File: config.mk
export PLATFORM = sky130hd
export DESIGN_NAME = flow_through_burst_sram_port
export DESIGN_NICKNAME = d
export VERILOG_FILES = /design/src/rtl/burst_sram_pkg.sv /design/src/rtl/flow_through_burst_sram_port.sv
export VERILOG_INCLUDE_DIRS = /design/src /design/src/rtl
export SDC_FILE = /design/constraint.sdc
export NUM_CORES = 2
export LEC_CHECK = 0
export ABC_AREA = 1
export BUFFER_PORTS_ARGS = -buffer_cell sky130_fd_sc_hd__buf_4
export CAP_MARGIN = 20
export CORE_MARGIN = 2
export CORE_UTILIZATION = 45
export CTS_CLUSTER_SIZE = 30
export DETAILED_ROUTE_END_ITERATION = 8
export PLACE_DENSITY = 0.56
export SLEW_MARGIN = 20
export SYNTH_ARGS = -nofsm -noshare
export SYNTH_HDL_FRONTEND = slang
export SYNTH_SLANG_ARGS = --single-unit
File: constraint.sdc
create_clock -name mclk -period 3.81 [get_ports mclk]
set_input_delay 0 -clock mclk [delete_from_list [all_inputs] [get_ports mclk]]
set_output_delay 0 -clock mclk [all_outputs]
set_load 0.03 [all_outputs]
File: src/rtl/burst_sram_defs.svh
`ifndef BURST_SRAM_DEFS_SVH
`define BURST_SRAM_DEFS_SVH

// ----------------------------------------
// geometry
// ----------------------------------------
`define ADDR_W 6
`define LANES 4
`define LANE_W 9
`define DATA_W 36
`define DEPTH 64

// ----------------------------------------
// timing
// ----------------------------------------
`define CLK_PERIOD_NS 40
`define CLOCK_TO_DATA_DELAY_NS 6.5
`define SLEEP_ENTRY_CYCLES 2
`define SLEEP_RECOVERY_INTERVAL_CYCLES 2

`endif

File: src/rtl/burst_sram_pkg.sv
package burst_sram_pkg;

  typedef enum logic [1:0] {
    OP_IDLE = 2'b00,
    OP_READ = 2'b01,
    OP_WRITE = 2'b10
  } op_t;

  typedef enum logic [1:0] {
    PWR_AWAKE = 2'b00,
    PWR_ENTER = 2'b01,
    PWR_SLEEP = 2'b10,
    PWR_EXIT = 2'b11
  } pwr_t;

  // one registered access in flight
  typedef struct packed {
    logic [1:0] op;
    logic [5:0] base;
    logic [1:0] count;
    logic fresh;
  } access_t;

endpackage

File: src/rtl/flow_through_burst_sram_port.sv
`include "burst_sram_defs.svh"
`timescale 1ns/1ps
`default_nettype none

module flow_through_burst_sram_port (
  input wire logic mclk,
  input wire logic resetn,
  input wire logic clock_qualify_n,
  input wire logic chip_select_a_n,
  input wire logic chip_select_b,
  input wire logic chip_select_c_n,
  input wire logic advance_or_load,
  input wire logic write_n,
  input wire logic [`LANES-1:0] byte_lane_write_n,
  input wire logic [`ADDR_W-1:0] address,
  input wire logic burst_order_strap,
  input wire logic output_enable_n,
  input wire logic sleep_request,
  input wire logic [`DATA_W-1:0] data_in,
  output logic [`DATA_W-1:0] data_out,
  output logic [`DATA_W-1:0] data_oe,
  output logic sleeping,
  output logic access_invalid
);

  // ----------------------------------------
  // synchronisers for pins
  // ----------------------------------------
  logic [3:0] ctl_meta_reg;
  logic [3:0] ctl_sync_reg;
  logic [`LANES+1:0] wr_meta_reg;
  logic [`LANES+1:0] wr_sync_reg;
  logic [`ADDR_W-1:0] addr_meta_reg;
  logic [`ADDR_W-1:0] addr_sync_reg;
  logic [`DATA_W-1:0] din_meta_reg;
  logic [`DATA_W-1:0] din_sync_reg;
  logic [2:0] misc_meta_reg;
  logic [2:0] misc_sync_reg;

  // reset to stalled and deselected, so nothing starts before real pins arrive
  always_ff @(posedge mclk or negedge resetn) begin
    if (!resetn) begin
      ctl_meta_reg <= 4'hF;
      ctl_sync_reg <= 4'hF;
    end else begin
      ctl_meta_reg <= {clock_qualify_n, chip_select_a_n, ~chip_select_b, chip_select_c_n};
      ctl_sync_reg <= ctl_meta_reg;
    end
  end

  always_ff @(posedge mclk or negedge resetn) begin
    if (!resetn) begin
      wr_meta_reg <= '1;
      wr_sync_reg <= '1;
    end else begin
      wr_meta_reg <= {advance_or_load, write_n, byte_lane_write_n};
      wr_sync_reg <= wr_meta_reg;
    end
  end

  always_ff @(posedge mclk or negedge resetn) begin
    if (!resetn) begin
      addr_meta_reg <= '0;
      addr_sync_reg <= '0;
    end else begin
      addr_meta_reg <= address;
      addr_sync_reg <= addr_meta_reg;
    end
  end

  // data lags the command by the same two stages, so pairing is kept
  always_ff @(posedge mclk or negedge resetn) begin
    if (!resetn) begin
      din_meta_reg <= '0;
      din_sync_reg <= '0;
    end else begin
      din_meta_reg <= data_in;
      din_sync_reg <= din_meta_reg;
    end
  end

  // sleep must reset low, or every reset would fake a sleep request
  always_ff @(posedge mclk or negedge resetn) begin
    if (!resetn) begin
      misc_meta_reg <= 3'h2;
      misc_sync_reg <= 3'h2;
    end else begin
      misc_meta_reg <= {burst_order_strap, output_enable_n, sleep_request};
      misc_sync_reg <= misc_meta_reg;
    end
  end

  logic stall;
  logic selected;
  logic adv;
  logic wr_n;
  logic [`LANES-1:0] lane_n;
  logic order_interleaved;
  logic oe_n;
  logic zz;
  assign stall = ctl_sync_reg[3];
  assign selected = ~|ctl_sync_reg[2:0];
  assign adv = wr_sync_reg[`LANES+1];
  assign wr_n = wr_sync_reg[`LANES];
  assign lane_n = wr_sync_reg[`LANES-1:0];
  assign order_interleaved = misc_sync_reg[2];
  assign oe_n = misc_sync_reg[1];
  assign zz = misc_sync_reg[0];

  // ----------------------------------------
  // sleep control
  // ----------------------------------------
  burst_sram_pkg::pwr_t pwr_reg;
  logic [1:0] pwr_cnt_reg;
  logic awake;
  assign awake = (pwr_reg == burst_sram_pkg::PWR_AWAKE);

  always_ff @(posedge mclk or negedge resetn) begin
    if (!resetn) begin
      pwr_reg <= burst_sram_pkg::PWR_AWAKE;
      pwr_cnt_reg <= 2'h0;
    end else begin
      unique case (pwr_reg)
        burst_sram_pkg::PWR_AWAKE: begin
          if (zz) begin
            pwr_reg <= burst_sram_pkg::PWR_ENTER;
            pwr_cnt_reg <= 2'h0;
          end
        end
        burst_sram_pkg::PWR_ENTER: begin
          // two cycles to settle into sleep
          if (pwr_cnt_reg == 2'(`SLEEP_ENTRY_CYCLES - 1)) begin
            pwr_reg <= burst_sram_pkg::PWR_SLEEP;
          end
          pwr_cnt_reg <= pwr_cnt_reg + 2'h1;
        end
        burst_sram_pkg::PWR_SLEEP: begin
          if (!zz) begin
            pwr_reg <= burst_sram_pkg::PWR_EXIT;
            pwr_cnt_reg <= 2'h0;
          end
        end
        burst_sram_pkg::PWR_EXIT: begin
          if (pwr_cnt_reg == 2'(`SLEEP_RECOVERY_INTERVAL_CYCLES - 1)) begin
            pwr_reg <= burst_sram_pkg::PWR_AWAKE;
          end
          pwr_cnt_reg <= pwr_cnt_reg + 2'h1;
        end
      endcase
    end
  end

  assign sleeping = ~awake;

  // ----------------------------------------
  // access sequencing
  // ----------------------------------------
  burst_sram_pkg::access_t acc_reg;
  logic qualified;
  logic start;
  logic [1:0] low_bits;
  logic [`ADDR_W-1:0] cur_addr;

  assign qualified = awake && !stall;
  assign start = qualified && !adv && selected;

  // burst order from strap
  always_comb begin
    if (order_interleaved) begin
      low_bits = acc_reg.base[1:0] ^ acc_reg.count;
    end else begin
      low_bits = acc_reg.base[1:0] + acc_reg.count;
    end
  end
  assign cur_addr = {acc_reg.base[`ADDR_W-1:2], low_bits};

  always_ff @(posedge mclk or negedge resetn) begin
    if (!resetn) begin
      acc_reg <= '{op: burst_sram_pkg::OP_IDLE, base: '0, count: 2'h0, fresh: 1'b0};
    end else if (!awake) begin
      // pending operation dropped on sleep
      acc_reg.op <= burst_sram_pkg::OP_IDLE;
      acc_reg.fresh <= 1'b0;
    end else if (qualified) begin
      if (adv) begin
        // counter steps, selects and strobe ignored
        acc_reg.count <= acc_reg.count + 2'h1;
        acc_reg.fresh <= 1'b0;
      end else if (selected) begin
        acc_reg.base <= addr_sync_reg;
        acc_reg.count <= 2'h0;
        // direction kept for the whole burst
        acc_reg.op <= wr_n ? burst_sram_pkg::OP_READ : burst_sram_pkg::OP_WRITE;
        acc_reg.fresh <= (acc_reg.op == burst_sram_pkg::OP_IDLE);
      end else begin
        acc_reg.op <= burst_sram_pkg::OP_IDLE;
        acc_reg.fresh <= 1'b0;
      end
    end
  end

  // ----------------------------------------
  // array and byte-lane writes
  // ----------------------------------------
  logic [`DATA_W-1:0] rd_word;
  logic write_beat;

  // write data for the access taken at the previous edge lands now
  assign write_beat = qualified && (acc_reg.op == burst_sram_pkg::OP_WRITE);

  genvar g;
  generate
    for (g = 0; g < `LANES; g++) begin : g_lane
      // one store per lane, so each store has a single writer
      logic [`LANE_W-1:0] lane_mem_reg [`DEPTH];
      always_ff @(posedge mclk) begin
        // lane selects sampled on every beat
        if (write_beat && !lane_n[g]) begin
          lane_mem_reg[cur_addr] <= din_sync_reg[g*`LANE_W +: `LANE_W];
        end
      end
      assign rd_word[g*`LANE_W +: `LANE_W] = lane_mem_reg[cur_addr];
    end
  endgenerate

  // ----------------------------------------
  // data outputs
  // ----------------------------------------
  logic [`DATA_W-1:0] dout_reg;
  logic drive_reg;

  always_ff @(posedge mclk or negedge resetn) begin
    if (!resetn) begin
      dout_reg <= '0;
      drive_reg <= 1'b0;
    end else begin
      dout_reg <= rd_word;
      // write, deselect, sleep or first cycle out of deselect all float
      drive_reg <= (acc_reg.op == burst_sram_pkg::OP_READ) && awake && !acc_reg.fresh;
    end
  end

  // output enable gates the drivers; controller floats its own
  assign data_out = dout_reg;
  assign data_oe = {`DATA_W{drive_reg && !oe_n}};

  // ----------------------------------------
  // sleep hazard flag
  // ----------------------------------------
  always_ff @(posedge mclk or negedge resetn) begin
    if (!resetn) begin
      access_invalid <= 1'b0;
    end else if (zz && awake && acc_reg.op != burst_sram_pkg::OP_IDLE) begin
      // set wins over a clearing start in the same cycle
      access_invalid <= 1'b1;
    end else if (start) begin
      access_invalid <= 1'b0;
    end
  end

endmodule // flow_through_burst_sram_port

`default_nettype wire

==> metrics.txt <==
CTS clk-pin slew, worst paths=60 ps; Avg Cell Area, Syn=11.4 µm²; HPWL after DPL=173 mm; Placed Instances=11800; Congestion Overflow GR=0; Mapped Cells=8831; HP Class=input port to flip-flop; average wire per cell in the routed design=23.4 µm; Leakage Power=45.0 nW; Die X=478 µm; IO Port Bufs=130; setup tns final=0 ps; global-route wire length before repair=422 mm; FF-to-FF Start=acc_reg[1]; CTS resizes=0; max reg flops=2304; layout cells sized above 1=10.1%; starting density of the core=45.3%; Clock Latency Late Sink=930 ps; Ports=131; min Tclk post-route=3720 ps; critical path launch point type=flip-flop; relative slew slack=18.8%; synthesis-to-finish area growth=15.2%; leading area contributor after synthesis=edfxtp_1; hold path depth=3; clk buf depth=4; critical path data arrival time=4230 ps; crit path to=g_lane[0].lane_mem_reg[40][0]; CTS tree=built; antenna-violating nets left=0; clk_skew=48.1 ps; Pre-Repair DR Iteration Count=6; Crit path max-delay family=simple AND/OR/NAND/NOR gates; routed wire length=289 mm; worst-path fanout max=14; Syn Nets=8895; r2r endpoint=g_lane[0].lane_mem_reg[40][0]; Max Cap Viol=0; Fin. Hold Viols=0; worst reg2reg setup slack=90 ps; vias per cell=5.32; Post-synth EDFFs=2304; worst slew pin tran=1220 ps; Post-Synthesis Cell Area=101000 µm²; CP most frequent cell=nor2_1; Row Count=173; initial antenna violation count=17; fmax=0.269 GHz; critical-path cell list=ha_4, inv_1, nor2_1, nand3_4, nand2_8, nand2_2, nor2_1, nand2_1, nor2_1; total number of yosys warnings=0; vias=65700; vias in the first global route=62600; clock sink total=2467; r2r worst-path depth=9; Critical Path End Type=flip-flop; Final Hold Slack=244 ps; Largest stage delay, worst path=880 ps; RSZ-0062 raised after global routing=false; Placer Congestion=0.864; Clock Root Buffer=clkbuf_16; top-count cell post-synth=nand2_1; # setup viols final=0; status=finished, final reports clean; # H-tree levels=5; Finished Layout Cells=12400; Async SR Flop Fraction=6.61%; initial DRC count=7108; Seq cells post-synth=2467; Stages on worst setup path=9; buffers and inverters on the worst path=1; FILL cells=19500; number of buffers created by CTS=277; VDD IR-drop max=1.22 mV; Die Footprint=228000 µm²; Die Y=478 µm; Tcrit/Tclk final=97.5%; post-synth top area share=68.6%; Core Region=223000 µm²; Distinct cells, synth=30; Post-synth top cells=4305 x nand2_1, 2304 x edfxtp_1, 431 x o21ai_0, 379 x a21boi_0, 343 x nor2_1; DRC Markers=0; Worst Path Required=4330 ps; NumNets Final=9233; crit path max-delay cell type=nor2_1; largest net degree at the start of global routing=181; top cells by area, synth=edfxtp_1 69%, nand2_1 16%, dfrtp_1 3.5%, a21boi_0 2.8%, o21ai_0 2.1%; Synth Flop Type=edfxtp_1; CP startpoint=acc_reg[1]; kind of critical path=flip-flop to flip-flop; sequential area share after synthesis=72.6%; Global Route Usage Sum=25.0%; Slew Viols, Final=0; PD cells=767 nW/µm²
## power by group
part / switching (mW) / internal (mW)
combinational: 23.1 / 9.51
clock: 10.5 / 15.5
sequential: 0.664 / 30.0
total: 34.3 / 54.9
## repair_timing
action | CTS | global route
hold buffers | 113 | 0
endpoints found under the setup margin | 0 | 0
buffers inserted | 0 | 0
hold endpoints to repair | 218 | 0
## how the worst min path moves through the flow
stage                            end   startpoint  slack, ps
finish              din_meta_reg[12]  data_in[12]        240
global route        din_meta_reg[14]  data_in[14]        230
CTS                 din_meta_reg[12]  data_in[12]        180
detailed placement   din_meta_reg[9]       resetn         40
global placement     din_meta_reg[9]       resetn         40
floorplan                 acc_reg[0]       resetn       -300
## per-stage QoR
step                      worst slack (ps)  total power, mW  utilization [%]  instance area [µm²]
after floorplan                       1230             53.0                -               101000
after global placement                 357             63.5             47.8               106000
after detailed placement               281             63.6             47.8               106000
after CTS                              234             89.7             52.2               116000
after global routing                  40.6             94.4             52.2               116000
final                                 93.5             89.2             52.3               116000
## routing by layer
layer	track usage [%]	share of wire, %	vias to the layer above
met4	7.87	3.1	0
met2	38.3	45	2409
met5	0	0	-
met1	36.2	44	32400
met3	4.51	7.7	430
li1	-	-	30400
## logic make-up after synthesis
logic type	after synthesis	synth area share (%)
AOI/OAI and AO/OA	919	5.51
adders and majority gates	7	0.0868
muxes	140	1.39
DFF	2467	72.6
buffers and inverters	561	2.59
and+or+nand+nor	4737	17.8
## cell usage in the layout (no fill, tap or decap), drive strengths merged
cell         count
nand2         4308
edfxtp        2304
o21ai          532
buf            478
a21boi         379
nor2           352
clkbuf         348
dfrtp          141
mux2i          140
dlygate4sd3    112
clkinv          91
nand3           64
inv             35
bufinv          23
dfstp           22
diode           12
nor3            11
clkinvlp         8
ha               7
a21oi            4
o22ai            2
nor4             1
nand4            1
o31ai            1
a32o             1
## cell type report
| type | instances | area, µm² | area share, % |
|---|---|---|---|
| diodes | 12 | 30.0 | 0.0258 |
| clock buffers | 348 | 7520 | 6.47 |
| clock inverters | 127 | 1200 | 1.03 |
| inverters | 30 | 128 | 0.110 |
| multi-input cells | 5803 | 25100 | 21.6 |
| flip-flops and latches | 2467 | 73300 | 63.1 |
| well taps | 2975 | 3720 | 3.20 |
| repair buffers | 590 | 5230 | 4.49 |
## worst register-to-register path: cells and delay by family, from the launching register on
family / cells / cell delay (ps)
adders and majority gates: 1 / 150
DFF: 1 / 410
and+or+nand+nor: 7 / 2710
buffers and inverters: 1 / 30
Note: power is estimated with default switching activity, not from simulation.
